**src/common/arlc_pkg.sv**
```systemverilog
// package: register map, field layout, timing and types of the result-lock converter control
package arlc_pkg;
  localparam int ADDR_W = 8;
  localparam int DATA_W = 32;
  localparam int CH_W = 4;
  localparam int RES_W = 10;
  localparam int LOW_W = 2;
  localparam int HIGH_W = 8;
  localparam int EVT_W = 2;

  // register byte addresses
  localparam logic [ADDR_W-1:0] CSR_ADDR = 8'h00;
  localparam logic [ADDR_W-1:0] RES_HIGH_ADDR = 8'h04;
  localparam logic [ADDR_W-1:0] RES_LOW_ADDR = 8'h08;
  localparam logic [ADDR_W-1:0] EVT_STATUS_ADDR = 8'h0c;
  localparam logic [ADDR_W-1:0] EVT_MASK_ADDR = 8'h10;
  localparam logic [ADDR_W-1:0] RES_LOW_ALT_ADDR = 8'h14;

  // field positions
  localparam int CSR_CH_LSB = 0;
  localparam int CSR_ON_BIT = 5;
  localparam int CSR_SETTLE_BIT = 6;
  localparam int CSR_DONE_BIT = 7;
  localparam int RES_HIGH_LSB = 2;
  localparam int EVT_LOST_BIT = 0;
  localparam int EVT_ABORT_BIT = 1;

  // reset values
  localparam logic CSR_ON_RST = 1'b0;
  localparam logic [CH_W-1:0] CSR_CH_RST = 4'h0;
  localparam logic [EVT_W-1:0] EVT_RST = 2'h0;
  localparam logic [RES_W-1:0] RES_RST = 10'h000;
  localparam logic [DATA_W-1:0] RDATA_RST = 32'h0000_0000;

  // timing
  localparam int CLOCK_PERIOD_NS = 4;
  localparam int WAKEUP_SETTLE_TIME_NS = 1000;
  localparam int SETTLE_CYCLES = (WAKEUP_SETTLE_TIME_NS + CLOCK_PERIOD_NS - 1) / CLOCK_PERIOD_NS;
  localparam int SETTLE_W = $clog2(SETTLE_CYCLES + 1);
  localparam logic [SETTLE_W-1:0] SETTLE_LOAD = SETTLE_W'(SETTLE_CYCLES);
  localparam logic [SETTLE_W-1:0] SETTLE_ZERO = SETTLE_W'(0);
  localparam logic [SETTLE_W-1:0] SETTLE_ONE = SETTLE_W'(1);

  typedef enum logic [1:0] {
    SEQ_IDLE = 2'b01,
    SEQ_BUSY = 2'b10
  } arlc_seq_state_type;

  typedef struct packed {
    logic power;
    logic start;
    logic abort;
    logic [CH_W-1:0] channel;
  } arlc_analog_out_type;
endpackage

```
**src/arlc_conv_seq.sv**
```systemverilog
// conversion sequencer: drives the analog macro and returns each finished sample
`timescale 1ns/100ps
`default_nettype none
module arlc_conv_seq
  import arlc_pkg::*;
(
  input wire logic clock,
  input wire logic rst,
  input wire logic run,
  input wire logic restart,
  input wire logic [CH_W-1:0] channel,
  input wire logic analog_done,
  input wire logic [RES_W-1:0] analog_data,
  output arlc_analog_out_type to_analog,
  output logic done,
  output logic [RES_W-1:0] result
);
  typedef struct packed {
    arlc_seq_state_type state;
    logic done_s1;
    logic done_s2;
    logic done_prev;
    logic [RES_W-1:0] data_s1;
    logic [RES_W-1:0] data_s2;
    arlc_analog_out_type ana;
    logic done;
    logic [RES_W-1:0] result;
  } arlc_seq_state_all_type;

  arlc_seq_state_all_type q;
  arlc_seq_state_all_type d;
  logic done_edge;

  always_comb begin
    d = q;
    d.done_s1 = analog_done;
    d.done_s2 = q.done_s1;
    d.done_prev = q.done_s2;
    d.data_s1 = analog_data;
    d.data_s2 = q.data_s1;
    d.ana.power = run;
    d.ana.start = 1'b0;
    d.ana.abort = 1'b0;
    d.done = 1'b0;
    done_edge = q.done_s2 & ~q.done_prev;
    case (q.state)
      SEQ_IDLE: begin
        if (run && !restart) begin
          d.ana.start = 1'b1;
          d.ana.channel = channel;
          d.state = SEQ_BUSY;
        end
      end
      SEQ_BUSY: begin
        if (!run || restart) begin
          d.ana.abort = 1'b1;
          d.state = SEQ_IDLE;
        end else if (done_edge) begin
          d.done = 1'b1;
          d.result = q.data_s2;
          d.ana.start = 1'b1;
        end
      end
      default: begin
        d.state = SEQ_IDLE;
      end
    endcase
  end

  always_ff @(posedge clock) begin
    if (rst) begin
      q <= '{state: SEQ_IDLE, data_s1: RES_RST, data_s2: RES_RST, result: RES_RST,
             ana: '{power: 1'b0, start: 1'b0, abort: 1'b0, channel: CSR_CH_RST},
             default: 1'b0};
    end else begin
      q <= d;
    end
  end

  assign to_analog = q.ana;
  assign done = q.done;
  assign result = q.result;
endmodule
`default_nettype wire

```
**src/arlc_top.sv**
```systemverilog
// top: apb registers, result lock, flag and power control of the converter
// What this block does
// - setting converter_on powers the converter and converts the channel continuously.
// - each finished conversion sets the done flag and stores the 10-bit result unless the result bytes are locked.
// - reading the high result byte clears the done flag.
// - writing a new channel select aborts the running conversion at once.
// - a channel change clears done and restarts on the new channel.
// - reading the low result byte while converter_on is set locks both result bytes.
// - the lock is released by a high byte read or clearing converter_on.
// - while locked, new results are not stored until the high read.
// - clearing converter_on disables the converter to save power.
// - wait mode does not change converter operation.
// - halt disables the converter; software waits the settle time after wakeup.
`timescale 1ns/100ps
`default_nettype none
module arlc_top
  import arlc_pkg::*;
(
  input wire logic clock,
  input wire logic rst,
  input wire logic psel,
  input wire logic penable,
  input wire logic pwrite,
  input wire logic [ADDR_W-1:0] paddr,
  input wire logic [DATA_W-1:0] pwdata,
  input wire logic [3:0] pstrb,
  output logic pready,
  output logic [DATA_W-1:0] prdata,
  output logic pslverr,
  input wire logic halt_mode,
  input wire logic wait_mode,
  input wire logic analog_done,
  input wire logic [RES_W-1:0] analog_data,
  output arlc_analog_out_type to_analog,
  output logic irq
);
  typedef struct packed {
    logic on;
    logic [CH_W-1:0] channel;
    logic done_flag;
    logic locked;
    logic [RES_W-1:0] result;
    logic [EVT_W-1:0] evt_status;
    logic [EVT_W-1:0] evt_mask;
    logic [SETTLE_W-1:0] settle_cnt;
    logic halt_prev;
    logic rdy;
    logic [DATA_W-1:0] rdata;
    logic slverr;
  } arlc_top_state_type;

  arlc_top_state_type q;
  arlc_top_state_type d;

  logic acc;
  logic rd;
  logic wr;
  logic hit_csr;
  logic hit_high;
  logic hit_low;
  logic hit_status;
  logic hit_mask;
  logic mapped;
  logic wr_csr;
  logic rd_high;
  logic rd_low;
  logic ch_change;
  logic powered;
  logic seq_done;
  logic [RES_W-1:0] seq_result;
  logic [DATA_W-1:0] rmux;
  logic [EVT_W-1:0] evt_set;

  // converter runs whenever on and not halted; wait mode is ignored on purpose
  assign powered = q.on & ~halt_mode;

  // one access edge per apb transfer: first access cycle, answered one cycle later
  assign acc = psel & penable & ~q.rdy;
  assign rd = acc & ~pwrite;
  assign wr = acc & pwrite;
  assign hit_csr = (paddr == CSR_ADDR);
  assign hit_high = (paddr == RES_HIGH_ADDR);
  assign hit_low = (paddr == RES_LOW_ADDR) | (paddr == RES_LOW_ALT_ADDR);
  assign hit_status = (paddr == EVT_STATUS_ADDR);
  assign hit_mask = (paddr == EVT_MASK_ADDR);
  assign mapped = hit_csr | hit_high | hit_low | hit_status | hit_mask;

  assign wr_csr = wr & hit_csr & pstrb[0];
  assign rd_high = rd & hit_high;
  assign rd_low = rd & hit_low;
  assign ch_change = wr_csr && (pwdata[CSR_CH_LSB +: CH_W] != q.channel);

  arlc_conv_seq arlc_conv_seq_i (
    .clock(clock),
    .rst(rst),
    .run(powered),
    .restart(ch_change),
    .channel(q.channel),
    .analog_done(analog_done),
    .analog_data(analog_data),
    .to_analog(to_analog),
    .done(seq_done),
    .result(seq_result)
  );

  // read data mux
  always_comb begin
    rmux = RDATA_RST;
    if (hit_csr) begin
      rmux[CSR_CH_LSB +: CH_W] = q.channel;
      rmux[CSR_ON_BIT] = q.on;
      rmux[CSR_SETTLE_BIT] = (q.settle_cnt != SETTLE_ZERO);
      rmux[CSR_DONE_BIT] = q.done_flag;
    end else if (hit_high) begin
      rmux[HIGH_W-1:0] = q.result[RES_HIGH_LSB +: HIGH_W];
    end else if (hit_low) begin
      rmux[LOW_W-1:0] = q.result[LOW_W-1:0];
    end else if (hit_status) begin
      rmux[EVT_W-1:0] = q.evt_status;
    end else if (hit_mask) begin
      rmux[EVT_W-1:0] = q.evt_mask;
    end
  end

  always_comb begin
    d = q;
    evt_set = EVT_RST;
    d.rdy = acc;
    d.halt_prev = halt_mode;

    // apb answer, registered
    if (acc) begin
      d.slverr = ~mapped;
      d.rdata = pwrite ? RDATA_RST : rmux;
    end

    // control register write
    if (wr_csr) begin
      d.on = pwdata[CSR_ON_BIT];
      if (ch_change) begin
        d.channel = pwdata[CSR_CH_LSB +: CH_W];
        d.done_flag = 1'b0;
        if (powered) begin
          evt_set[EVT_ABORT_BIT] = 1'b1;
        end
      end
      if (!pwdata[CSR_ON_BIT]) begin
        d.locked = 1'b0;
      end
    end

    // event registers: write one to clear, mask plain
    if (wr && hit_status && pstrb[0]) begin
      d.evt_status = q.evt_status & ~pwdata[EVT_W-1:0];
    end
    if (wr && hit_mask && pstrb[0]) begin
      d.evt_mask = pwdata[EVT_W-1:0];
    end

    // result byte reads
    if (rd_low && q.on) begin
      d.locked = 1'b1;
    end
    if (rd_high) begin
      d.locked = 1'b0;
      d.done_flag = 1'b0;
    end

    // a finished sample; one from an aborted channel is dropped
    if (seq_done && !ch_change) begin
      d.done_flag = 1'b1;
      if (!q.locked && !rd_low) begin
        d.result = seq_result;
      end else begin
        evt_set[EVT_LOST_BIT] = 1'b1;
      end
    end

    // set wins over clear
    d.evt_status = d.evt_status | evt_set;

    // settle window after leaving halt
    if (q.halt_prev && !halt_mode) begin
      d.settle_cnt = SETTLE_LOAD;
    end else if (halt_mode) begin
      d.settle_cnt = SETTLE_ZERO;
    end else if (q.settle_cnt != SETTLE_ZERO) begin
      d.settle_cnt = q.settle_cnt - SETTLE_ONE;
    end
  end

  always_ff @(posedge clock) begin
    if (rst) begin
      q <= '{on: CSR_ON_RST, channel: CSR_CH_RST, result: RES_RST,
             evt_status: EVT_RST, evt_mask: EVT_RST, settle_cnt: SETTLE_ZERO,
             rdata: RDATA_RST, default: 1'b0};
    end else begin
      q <= d;
    end
  end

  assign pready = q.rdy;
  assign prdata = q.rdata;
  assign pslverr = q.slverr;
  // only lost-sample and abort events reach irq; completion never does
  assign irq = |(q.evt_status & q.evt_mask);
endmodule
`default_nettype wire
```
**config.mk**
```make
export PLATFORM = sky130hd
export DESIGN_NAME = arlc_top
export DESIGN_NICKNAME = d
export VERILOG_FILES = /design/src/common/arlc_pkg.sv /design/src/arlc_conv_seq.sv /design/src/arlc_top.sv
export SDC_FILE = /design/constraint.sdc
export NUM_CORES = 1
export LEC_CHECK = 0
export ABC_AREA = 1
export BUFFER_PORTS_ARGS = -buffer_cell sky130_fd_sc_hd__buf_4
export CAP_MARGIN = 15
export CORE_UTILIZATION = 52
export CTS_CLUSTER_DIAMETER = 150
export DETAILED_ROUTE_END_ITERATION = 7
export PLACE_DENSITY = 0.86
export SYNTH_ARGS = -nofsm -noshare
export SYNTH_HDL_FRONTEND = slang
export SYNTH_SLANG_ARGS = --single-unit
```
**constraint.sdc**
```tcl
create_clock -name clock -period 2 [get_ports clock]
set_input_delay 0.4 -clock clock [delete_from_list [all_inputs] [get_ports clock]]
set_output_delay 0.4 -clock clock [all_outputs]
set_load 0.02 [all_outputs]
```
### Word level (Yosys, flattened, before mapping)

Cells that the tools add are included.

* $add $sub $neg: 1
* equal/unequal tests: 11
* multiplexer cells: 33
* bitwise gates (word level): 26
* reduce and logical (&&, ||, !) cells: 34

Operators with widths (count)
* 2-to-1 mux 8 bit: 4
* 2-to-1 mux 2 bit: 9
* equality test 8 x 4 -> 1 bit, second input constant: 2
* equality test 8 x 5 -> 1 bit, second input constant: 2
* 2-to-1 mux 1 bit: 14
* AND reduction 2 bit: 6
* 2-to-1 mux 11 bit: 1
* bitwise AND 1 bit: 10
* logical AND 1 bit: 10
* nonzero test 3 bit: 3
* equality test 8 x 3 -> 1 bit, second input constant: 1
* logical NOT 8 bit: 1
* nonzero test 8 bit: 1
* subtractor 8 x 1 -> 8 bit, second input constant: 1
* inverter 1 bit: 7
* 2-to-1 mux 6 bit: 1
* inequality test 2 x 1 -> 1 bit, second input constant: 3
* OR reduction 2 bit: 3
* OR reduction 3 bit: 2
* logical NOT 1 bit: 5
* bitwise OR 1 bit: 5
* bitwise AND 2 bit: 2
* 2-to-1 mux 4 bit: 1
* inequality test 4 bit: 1
* other kinds (10): 10

* flip-flop bits (word level): 107
* word-level logic and storage cells: 130

### Longest topological paths before layout

Gate-level depths: netlist of the first run.

* word-level depth: 11
* gate-level depth with buffers: 12

### Hierarchy

Synthesis of the first run repeated with hierarchy kept, for this count alone.

* cells, all modules: 552
* area total of the unflattened synthesis: 4053.9 µm²

By module, submodules not included
* arlc_top: instances 1, cells an instance 350, area each 2457.4 µm², sequential area each 800.8 µm²
* arlc_conv_seq: instances 1, cells an instance 202, area each 1596.5 µm², sequential area each 860.8 µm²

### Worst setup path before layout of the first run

Ideal clock, no wire load.

* path type: input to register
* start point: in psel
* end point: reg q[47] in the netlist's numbering
* library setup time: 0.114 ns
* arrival time: 1.354 ns
* path slack: 0.532 ns
* cell stages on the path: 10
* cell sequence: nand2_1 nor2_2 nand3_2 nor2_8 nand2_4 nand2_4 nor2_4 buf_6 nor2_1 nor2_2

* cells in the longest elaborated chain, start to end: 9
* elaborated cells on any way between the ends: 13

RTL lines
* start: declaration: RTL line arlc_top.sv:21 `input wire logic psel,`
* bitwise AND 1 bit * (2 in a row): RTL line arlc_top.sv:78 `assign acc = psel & penable & ~q.rdy;`
* bitwise AND 1 bit: RTL line arlc_top.sv:80 `assign wr = acc & pwrite;`
* bitwise AND 1 bit (2 in a row): RTL line arlc_top.sv:88 `assign wr_csr = wr & hit_csr & pstrb[0];`
* logical AND 1 bit: RTL line arlc_top.sv:91 `assign ch_change = wr_csr && (pwdata[CSR_CH_LSB +: CH_W] != q.channel);`
* logical NOT 1 bit: RTL line arlc_top.sv:170 `if (seq_done && !ch_change) begin`
* logical AND 1 bit: RTL line arlc_top.sv:170
* AND reduction 2 bit (no source line) *
* end signal: assignment: RTL line arlc_top.sv:194 `q <= '{on: CSR_ON_RST, channel: CSR_CH_RST, result: RES_RST,`
* end: declaration: RTL line arlc_top.sv:52 `arlc_top_state_type q;`

Mark *: on every way between the ends. The rest lies on a longest branch, timed or not.
A chain may end at the register's enable or synchronous reset.

### Final worst setup path of the first run

* start point: reg q[59] in the netlist's numbering
* end point: reg q[56] in the netlist's numbering

* cells in the longest elaborated chain, start to end: 5

RTL lines (RTL line)
* inequality test 4 bit: arlc_top.sv:91
* logical AND 1 bit: arlc_top.sv:91
* logical NOT 1 bit: arlc_top.sv:170
* logical AND 1 bit: arlc_top.sv:170
* AND reduction 2 bit (no source line)

No other way between the ends.

==> impl_results.md, run 1 <==
- Hold slack: 0.2525 ns
- Area after DPL: between 4000 and 5000 µm²
- Drt drc: 0
- Post-route antenna net violation count: 0
- Area contributors post-synth: dfxtp_1 (43%), nand2_1 (9.9%), buf_4 (8.3%)
- WL final: 6961 µm
- Synth Flop Type: dfxtp_1
- Die Ht: 88.24 µm
- Vias/cell: 4.614
- Dpl hpwl: between 5000 and 6000 µm
- Initial antenna violation count: 0
- PwrDens: 758.3 nW/µm²
- Worst Hold Launch: analog_data[4]
- Initial core utilization: 0.5361
- Hold Crit Depth: 3
- Reg-to-Reg End: q[56]$_SDFFE_PP0P_
- Flop-to-flop setup slack: 0.22 ns
- CTS clock-pin slew for the worst setup and hold paths: 0.08 ns
- Worst setup path category: reg -> reg
- Hold buffers post-CTS: 0
- Cell Rows: 31
- CP most frequent cell: nand2_1
- # Post-CTS Setup Buffers: 0
- Fill count: 649
- Final Cell Area: 4255 µm²
- Number of max-cap violations: 0
- Maximum VDD drop: 342.2 µV
- Final setup TNS: 0 ns
- Slew headroom: 0.6454
- GRT Total Usage: 0.1882
- Post-Synthesis Cell Area: just under 4000 µm²
- Sink of the worst hold path: arlc_conv_seq_i.d[22]$_SDFF_PP0_
- GPL Wtd Cong: 0.9255
- Ys Warns: 0
- Die extent in x: around 88 µm
- Commonest non-fill, non-tap cells in the layout: nand2_1 (102), dfxtp_1 (83), nor2_1 (76)
- Reg-to-Reg Start: q[59]$_SDFFE_PP0P_
- Critical-path cell list: inv_1, nand2_1, nand2_1, nor2_1, nand2_1, nand2_4, nand2_4, nor2_4, nand2_2, nand2_1, nor2_2
- Final WS setup: 0.2218 ns
- Worst EP required: about 2.2 ns
- H-tree Lvls: 3
- Critical path data arrival time: 2.02 ns
- Slew @ Worst Pin: between 0.5 and 0.6 ns
- Reg2Reg Depth: 11
- Number of global-route vias before repair: 2750
- Final critical-path share of the clock period: 0.8891
- Syn Area/Cell: 7.353 µm²
- Max Slew Vio Count: 0
- Via count: ~3100
- Post-synth EDFFs: 0
- Commonest non-fill, non-tap cell in the layout: nand2_1
- CTS sink count: 83
- Post-synthesis sequential area ratio: 0.4296
- Avg WL per Cell: 10.50 µm
- CP top delay family: simple AND/OR/NAND/NOR gates
- Mapped Cells: between 500 and 600
- Leak Pwr: 0.002066 µW
- DIE AREA: 7786 µm²
- Share of post-route cells with drive strength above 1: 0.2004
- Core footprint: between 7000 and 8000 µm²
- Nets: 624
- Resized cells post-CTS: 0
- Fin. Hold Viols: 0
- Synth-to-Final Area Change: 10.03%
- #FFs+latches synth: 83
- Clock skew: ~0.014 ns
- Global route overflow: 0
- Total Power: 3227 µW
- TritonCTS clock tree: built
- Worst-path maximum fanout: 20
- First-pass GRT wire length: 11340 µm
- Netlist cell types: 36
- Outcome: finished clean
- Fraction of registers with async set/reset: 0
- Drt first pass iters: 5
- Yosys top cell by area: dfxtp_1
- Startpoint Class: flop
- Worst hold path class: in -> reg
- Antenna cells: 0
- Worst-Skew Late Latency: between 0.3 and 0.4 ns
- Yosys top cell area share: 0.4296
- Final setup viols: 0
- Worst Path Buf+Inv: 1
- Max Fclk: approximately 560 MHz
- RSZ-0062 raised after global routing: false
- Crit-path slowest cell: nor2_4
- # IOs: between 100 and 150
- Crit path largest cell delay: between 0.4 and 0.5 ns
- Root buffer cell: clkbuf_8
- # port buffers: 48
- CTS Buf Count: 9
- DP Worst Slack: 0.1253 ns
- Largest net degree at the start of global routing: 36
- Min Tclk post-route: 1.778 ns
- Critical path endpoint category: flop
- DRT iter0 DRCs: 108
- CTS max path bufs: 2
[report_power, final]
part | total, µW | leakage (µW) | switching [µW] | internal (µW)
clock network | 1100 | 0.0000957 | 584 | 521
registers | 1720 | 0.000675 | 22.7 | 1700
logic | 398 | 0.00130 | 261 | 137
[worst reg2reg max path, cell delays in order, from the launching register on]
cell and delay, ns:
dfxtp_1 0.38, inv_1 0.09, nand2_1 0.07, nand2_1 0.05, nor2_1 0.10, nand2_1 0.09, nand2_4 0.18, nand2_4 0.07
nor2_4 0.42, nand2_2 0.08, nand2_1 0.10, nor2_2 0.04
[cells in the mapped netlist (2+ instances only)]
cell        n
nor2_2     13
nor2_1     76
a31oi_1     3
o211ai_1    2
a21oi_1    31
nor3_1      5
nand2_1   102
clkbuf_1    3
dfxtp_1    83
o21ai_0    15
buf_4      43
nand3_1    22
nand4_1     7
inv_1      71
nand2_4     4
ha_1        3
nor2_4      3
buf_6       2
nand2_2    15
buf_1       2
inv_2       6
[cells by family after synthesis]
family,synth area share
AND/OR/NAND/NOR,0.3044
buffers and inverters,0.1770
flip-flops,0.4296
AO/OA/AOI/OAI,0.07376
adder cells (fa/ha/maj),0.009707
XOR/XNOR,0.004530
other,0.0009696
[how the worst max path moves through the flow]
stage / start / to / slack [ns] / depth (start not counted)
final: q[59]$_SDFFE_PP0P_ / q[56]$_SDFFE_PP0P_ / 0.22 / 11
after global routing: q[35]$_SDFFE_PP0N_ / q[36]$_SDFFE_PP0P_ / 0.06 / 9
after CTS: q[59]$_SDFFE_PP0P_ / q[56]$_SDFFE_PP0P_ / 0.22 / 11
after detailed placement: paddr[4] / q[56]$_SDFFE_PP0P_ / 0.13 / 12
after global placement: pwdata[0] / q[50]$_SDFFE_PP0P_ / 0.19 / 12
after floorplan: psel / q[47]$_SDFFE_PP0P_ / 0.53 / 10
[per-layer routing]
layer	up-vias	routed length, µm	track usage
li1	1614	-	-
met1	1345	2953	0.1948
met2	84	3524	0.3448
met3	16	322	0.03918
met4	0	161	0.1202
met5	-	0	0
[stage by stage]
| step | std cells | util |
|---|---|---|
| after floorplan | 549 | - |
| after global routing | 663 | 0.5898 |
| after CTS | 663 | 0.5898 |
| final | 663 | 0.5898 |
| after detailed placement | 647 | 0.5640 |
| after global placement | 647 | 0.5640 |
[state kept, by name, indices dropped and copies added, names as in the netlist]
name                       count
arlc_conv_seq_i.done           1
pready                         1
prdata                         8
arlc_conv_seq_i.q             13
pslverr                        1
arlc_conv_seq_i.to_analog      7
arlc_conv_seq_i.result        10
arlc_conv_seq_i.d             12
q                             30
[cell type report]
type | count | area (µm²) | area share
multi-input combinational | 336 | 1608 | 0.3778
inverter | 78 | 292.8 | 0.06880
sequential | 83 | 1662 | 0.3905
timing repair buffer | 51 | 382.9 | 0.08997
clock buffer | 11 | 151.4 | 0.03558
clock inverter | 5 | 35.03 | 0.008233
tap | 99 | 123.9 | 0.02911
No activity file was read; power rests on OpenSTA's default activity.
==> run 2, diff against run 1 <==
--- a/config.mk
+++ b/config.mk
@@ -8,10 +8,11 @@
 export ABC_AREA = 1
 export BUFFER_PORTS_ARGS = -buffer_cell sky130_fd_sc_hd__buf_4
 export CAP_MARGIN = 15
-export CORE_UTILIZATION = 52
+export CORE_UTILIZATION = 47
 export CTS_CLUSTER_DIAMETER = 150
 export DETAILED_ROUTE_END_ITERATION = 7
-export PLACE_DENSITY = 0.86
+export PLACE_DENSITY = 0.82
+export SKIP_CTS_REPAIR_TIMING = 1
 export SYNTH_ARGS = -nofsm -noshare
 export SYNTH_HDL_FRONTEND = slang
 export SYNTH_SLANG_ARGS = --single-unit
==> constraint.sdc (replaced) <==
create_clock -name clock -period 1.59 [get_ports clock]
set_input_delay 0.318 -clock clock [delete_from_list [all_inputs] [get_ports clock]]
set_output_delay 0.318 -clock clock [all_outputs]
set_load 0.02 [all_outputs]
==> impl_results.md, run 2 (synthesis results as in run 1) <==
- Worst-path maximum fanout: 10 (was 20)
- DP Worst Slack: -0.1246 ns (was 0.1253 ns)
- First-pass GRT wire length: 11810 µm (was 11340 µm)
- Nets: 655 (was 624)
- Commonest non-fill, non-tap cell in the layout: nand2_1 (unchanged)
- Max FFs per register: 30 (unchanged)
- Switching pwr: 1143 µW (was 867.2 µW)
- Vias/cell: 4.590 (was 4.614)
- Sequential power share: 0.522 (was 0.534)
- Max Fclk: 662.1 MHz (was 562.4 MHz)
- Worst setup path category: reg -> reg (unchanged)
- Cell Rows: 32 (was 31)
- Critical path data arrival time: 1.77 ns (was 2.02 ns)
- Dpl hpwl: 5288 µm (was 5107 µm)
- Clock skew: 0.01149 ns (was 0.01400 ns)
- Worst-Skew Late Latency: 0.36 ns (was 0.35 ns)
- Avg WL per Cell: 10.75 µm (was 10.50 µm)
- DIE AREA: 8595 µm² (was 7786 µm²)
- FF/Latch Area: 1667 µm² (was 1662 µm²)
- Global route overflow: 0 (unchanged)
- CTS Buf Count: 9 (unchanged)
- Final setup viols: 0 (unchanged)
- Combinational share of power: 0.135 (was 0.123)
- Max Slew Vio Count: 0 (unchanged)
- Drt drc: 0 (unchanged)
- Area after DPL: 4295 µm² (was 4069 µm²)
- Number of global-route vias before repair: 2787 (was 2750)
- # IOs: 104 (unchanged)
- # port buffers: 48 (unchanged)
- Largest net degree at the start of global routing: 36 (unchanged)
- Via count: 3199 (was 3059)
- Fin. Hold Viols: 0 (unchanged)
- Maximum VDD drop: 581.7 µV (was 342.2 µV)
- WL final: 7496 µm (was 6961 µm)
- Worst hold path class: in -> reg (unchanged)
- H-tree Lvls: 3 (unchanged)
- Largest reg by FF count: q (unchanged)
- Area of the multi-input gates: 1669 µm² (was 1608 µm²)
- Outcome: finished clean (unchanged)
- Commonest non-fill, non-tap cells in the layout: nand2_1 (102), dfxtp_1 (79), buf_4 (78) (was nand2_1 (102), dfxtp_1 (83), nor2_1 (76))
- Initial core utilization: 0.4928 (was 0.5361)
- CTS max path bufs: 2 (unchanged)
- Crit path largest cell delay: 0.37 ns (was 0.42 ns)
- Final WS setup: 0.07964 ns (was 0.2218 ns)
- Die extent in x: 92.71 µm (was 88.24 µm)
- Worst EP required: 1.85 ns (was 2.24 ns)
- Crit-path slowest cell: dfxtp_2 (was nor2_4)
- Final critical-path share of the clock period: 0.9499 (was 0.8891)
- GPL Wtd Cong: 0.8906 (was 0.9255)
- Startpoint Class: flop (unchanged)
- Leak Pwr: 0.002212 µW (was 0.002066 µW)
- CP top delay family: simple AND/OR/NAND/NOR gates (unchanged)
- Critical-path cell list: inv_2, nand2_1, nand2_1, nor2_1, nand2_1, nand2_4, nand2_4, nor2_4, buf_12, nand2_2, nand2_1, nor2_2 (was inv_1, nand2_1, nand2_1, nor2_1, nand2_1, nand2_4, nand2_4, nor2_4, nand2_2, nand2_1, nor2_2)
- RSZ-0062 raised after global routing: true (was false)
- GRT Total Usage: 0.1763 (was 0.1882)
- CP most frequent cell: nand2_1 (unchanged)
- Core footprint: 7848 µm² (was 7214 µm²)
- P_int: 3025 µW (was 2360 µW)
- TritonCTS clock tree: built (unchanged)
- Min Tclk post-route: 1.510 ns (was 1.778 ns)
- Fin util: 0.5823 (was 0.5898)
- Final Cell Area: 4569 µm² (was 4255 µm²)
- Worst Path Buf+Inv: 2 (was 1)
- Switch share: 0.2743 (was 0.2687)
- Clock power share: 0.343 (was 0.342)
- Fill count: 702 (was 649)
- Synth-to-Final Area Change: 18.15% (was 10.03%)
- CTS sink count: 83 (unchanged)
- Post-route antenna net violation count: 0 (unchanged)
- Initial antenna violation count: 0 (unchanged)
- Die Ht: 92.71 µm (was 88.24 µm)
- Antenna cells: 0 (unchanged)
- DRT iter0 DRCs: 123 (was 108)
- CTS clock-pin slew for the worst setup and hold paths: 0.09 ns (was 0.08 ns)
- Root buffer cell: clkbuf_8 (unchanged)
- Critical path endpoint category: flop (unchanged)
- Number of max-cap violations: 0 (unchanged)
- Share of post-route cells with drive strength above 1: 0.2504 (was 0.2004)
- Drt first pass iters: 4 (was 5)
- PwrDens: 912.1 nW/µm² (was 758.3 nW/µm²)
-- run 2: cell count changes in the layout (fill, tap and decap cells not counted), sizes merged --
cell,before,now
inv,78,79
clkinvlp,1,2
nand4,8,9
clkbuf,11,12
buf,51,80
nor2,93,94
clkinv,4,1
-- run 2: cell type report --
cell class                 instances  share of cell area
clock buffer                      12             0.03395
sequential                        83              0.3647
timing repair buffer              80              0.1369
multi-input combinational        338              0.3653
tap                              102             0.02793
inverter                          78             0.06407
clock inverter                     4            0.007119
-- run 2: worst min-delay path, cell delays in order --
cell and delay, ns:
buf_4 0.07, inv_1 0.03, nor2_1 0.06
-- run 2: layer usage --
layer  vias up  track usage  wire length [µm]
met5         -            0                 0
met4         0      0.07949               153
met3        14      0.05993               365
met2        81       0.3031              3742
met1      1419       0.1964              3234
li1       1685            -                 -
-- run 2: per-stage QoR --
stage	std cells	hold WS (ns)	TNS [ns]	total power [µW]
final	697	0.1545	0	4168
after global routing	697	0.1520	-0.3337	4362
after CTS	694	0.1460	-0.7222	4166
after detailed placement	678	0.3923	-1.414	2760
after global placement	678	0.3915	-1.078	2736
after floorplan	549	0.3883	0	2617
-- run 2: final timing paths --
kind                                                       start                               end  cells after the start  slack (ns)
worst min-delay path                              analog_data[6]  arlc_conv_seq_i.d[24]$_SDFF_PP0_                      3        0.15
worst min register to register  arlc_conv_seq_i.d[21]$_SDFF_PP0_  arlc_conv_seq_i.q[21]$_SDFF_PP0_                      2        0.40
worst max-delay path                          q[62]$_SDFFE_PP0P_                q[49]$_SDFFE_PP0P_                     12        0.08
worst max register to register                q[62]$_SDFFE_PP0P_                q[49]$_SDFFE_PP0P_                     12        0.08
-- run 2: power by group through the flow --
stage / registers, µW / logic (µW) / clock network [µW]
CTS: 2170 / 542 / 1450
detailed placement: 2220 / 540 / 0
global placement: 2220 / 521 / 0
global route: 2180 / 627 / 1550
floorplan: 2210 / 402 / 0
finish: 2170 / 564 / 1430
==> run 3, diff against run 2 <==
--- a/config.mk
+++ b/config.mk
@@ -8,9 +8,11 @@
 export ABC_AREA = 1
 export BUFFER_PORTS_ARGS = -buffer_cell sky130_fd_sc_hd__buf_4
 export CAP_MARGIN = 15
+export CORE_ASPECT_RATIO = 1.5
 export CORE_UTILIZATION = 47
 export CTS_CLUSTER_DIAMETER = 150
 export DETAILED_ROUTE_END_ITERATION = 7
+export MAX_ROUTING_LAYER = met4
 export PLACE_DENSITY = 0.82
 export SKIP_CTS_REPAIR_TIMING = 1
 export SYNTH_ARGS = -nofsm -noshare
==> impl_results.md, run 3 (synthesis results as in run 1) <==
- Number of global-route vias before repair: 3095 (was 2787)
- Area after DPL: 4294 µm² (was 4295 µm²)
- Number of max-cap violations: 0 (unchanged)
- Die extent in x: 76.07 µm (was 92.71 µm)
- Worst Hold Launch: analog_data[5] (was analog_data[6])
- TritonCTS clock tree: built (unchanged)
- Synth-to-Final Area Change: 21.09% (was 18.15%)
- Initial core utilization: 0.4830 (was 0.4928)
- Share of post-route cells with drive strength above 1: 0.2525 (was 0.2504)
- Largest reg by FF count: q (unchanged)
- Clock skew: 0.005526 ns (was 0.01149 ns)
- Dpl hpwl: 5417 µm (was 5288 µm)
- Via count: 3241 (was 3199)
- Core footprint: 8008 µm² (was 7848 µm²)
- Sink of the worst hold path: arlc_conv_seq_i.d[23]$_SDFF_PP0_ (was arlc_conv_seq_i.d[24]$_SDFF_PP0_)
- Startpoint Class: flop (unchanged)
- Final setup TNS: 0 ns (unchanged)
- Maximum VDD drop: 651.7 µV (was 581.7 µV)
- Non-Filler Instances: 703 (was 697)
- Antenna cells: 0 (unchanged)
- CTS sink count: 83 (unchanged)
- Leak Pwr: 0.002287 µW (was 0.002212 µW)
- GRT Total Usage: 0.1901 (was 0.1763)
- Worst EP required: 1.81 ns (was 1.85 ns)
- Min Tclk post-route: 1.535 ns (was 1.510 ns)
- Final setup viols: 0 (unchanged)
- Max FFs per register: 30 (unchanged)
- # IOs: 104 (unchanged)
- Root buffer cell: clkbuf_16 (was clkbuf_8)
- Final Cell Area: 4683 µm² (was 4569 µm²)
- CTS max path bufs: 2 (unchanged)
- Avg WL per Cell: 11.08 µm (was 10.75 µm)
- Commonest non-fill, non-tap cell in the layout: nand2_1 (unchanged)
- CTS Buf Count: 9 (unchanged)
- WL final: 7786 µm (was 7496 µm)
- Drt drc: 0 (unchanged)
- Final WS setup: 0.05473 ns (was 0.07964 ns)
- Max Slew Vio Count: 0 (unchanged)
- Cell Rows: 40 (was 32)
- DIE AREA: 8603 µm² (was 8595 µm²)
- Final critical-path share of the clock period: 0.9656 (was 0.9499)
- Placed cells: 682 (was 678)
- DP Worst Slack: -0.1208 ns (was -0.1246 ns)
- GPL Wtd Cong: 0.8423 (was 0.8906)
- Hold slack: 0.1728 ns (was 0.1545 ns)
- Hold Crit Depth: 3 (unchanged)
- Drt first pass iters: 4 (unchanged)
- Nets: 658 (was 655)
- # port buffers: 48 (unchanged)
- Reg-to-Reg End: prdata[6]$_SDFFE_PP0N_ (was q[49]$_SDFFE_PP0P_)
- Worst setup path category: reg -> reg (unchanged)
- PwrDens: 1032 nW/µm² (was 912.1 nW/µm²)
- Flop-to-flop setup slack: 0.05 ns (was 0.08 ns)
- Max Fclk: 651.4 MHz (was 662.1 MHz)
- RSZ-0062 raised after global routing: true (unchanged)
- Critical path data arrival time: 1.76 ns (was 1.77 ns)
- Commonest non-fill, non-tap cells in the layout: nand2_1 (102), dfxtp_1 (83), buf_4 (82) (was nand2_1 (102), dfxtp_1 (79), buf_4 (78))
- H-tree Lvls: 3 (unchanged)
- First-pass GRT wire length: 12650 µm (was 11810 µm)
- CTS clock-pin slew for the worst setup and hold paths: 0.06 ns (was 0.09 ns)
- Post-route antenna net violation count: 0 (unchanged)
- Critical path endpoint category: flop (unchanged)
- Worst-Skew Late Latency: 0.34 ns (was 0.36 ns)
- Outcome: finished clean (unchanged)
- Global route overflow: 0 (unchanged)
- Die Ht: 113.1 µm (was 92.71 µm)
- Worst hold path class: in -> reg (unchanged)
- Reg-to-Reg Start: q[36]$_SDFFE_PP0P_ (was q[62]$_SDFFE_PP0P_)
- Worst-path maximum fanout: 3 (was 10)
- Initial antenna violation count: 0 (unchanged)
- Largest net degree at the start of global routing: 27 (was 36)
- Fin. Hold Viols: 0 (unchanged)
- Reg2Reg Depth: 8 (was 12)
- Vias/cell: 4.610 (was 4.590)
- DRT iter0 DRCs: 153 (was 123)
[run 3: cell count changes in the layout (fill, tap and decap cells not counted), moves of 2 or more]
cell,delta
clkbuf_8,-11
clkbuf_16,+9
buf_4,+4
dfxtp_1,+4
dfxtp_2,-4
inv_1,-2
inv_2,+2
[run 3: routing by layer]
metal,global-route usage,routed length (µm),up-vias
li1,-,-,1691
met3,0.05323,291,24
met5,-,0,-
met2,0.3467,4280,79
met1,0.1716,2920,1447
met4,0.1231,293,0
[run 3: final cells by class]
cell class,instances,area [µm²]
clock buffers,11,232.7
repair buffers,83,635.6
multi-input cells,338,1667
well taps,105,131.4
clock inverters,5,62.56
inverters,78,292.8
fillers,736,3324
flip-flops and latches,83,1662
[run 3: worst max path at each step]
stage                             from                                endpoint  slack, ns  cells after the start
detailed placement           pwdata[0]                      q[56]$_SDFFE_PP0P_      -0.12                     12
global route        q[59]$_SDFFE_PP0P_  arlc_conv_seq_i.result[1]$_SDFFE_PP0P_      -0.05                     10
CTS                 q[59]$_SDFFE_PP0P_                      q[50]$_SDFFE_PP0P_      -0.09                     11
floorplan           q[35]$_SDFFE_PP0N_                      q[36]$_SDFFE_PP0P_       0.15                      9
finish              q[36]$_SDFFE_PP0P_                  prdata[6]$_SDFFE_PP0N_       0.05                      8
global placement              paddr[0]                      q[56]$_SDFFE_PP0P_      -0.11                     12
[run 3: stage by stage]
step	utilization	power [µW]
finish	0.5848	4834
CTS	0.5731	4800
global placement	0.5363	2737
floorplan	-	2617
global route	0.5848	5037
detailed placement	0.5363	2762
[run 3: where the power goes]
| group | total [µW] | switching (µW) | internal (µW) |
|---|---|---|---|
| logic | 613 | 365 | 248 |
| clock network | 2050 | 821 | 1220 |
| registers | 2180 | 32.0 | 2140 |
| total | 4830 | 1220 | 3620 |
[run 3: worst max-delay path: stages, from the launching register on]
cell	delay, ns
dfxtp_1	0.32
inv_2	0.07
ha_2	0.18
nand3_2	0.11
nor4_4	0.31
buf_4	0.17
inv_2	0.04
o21ai_2	0.12
a21oi_1	0.08
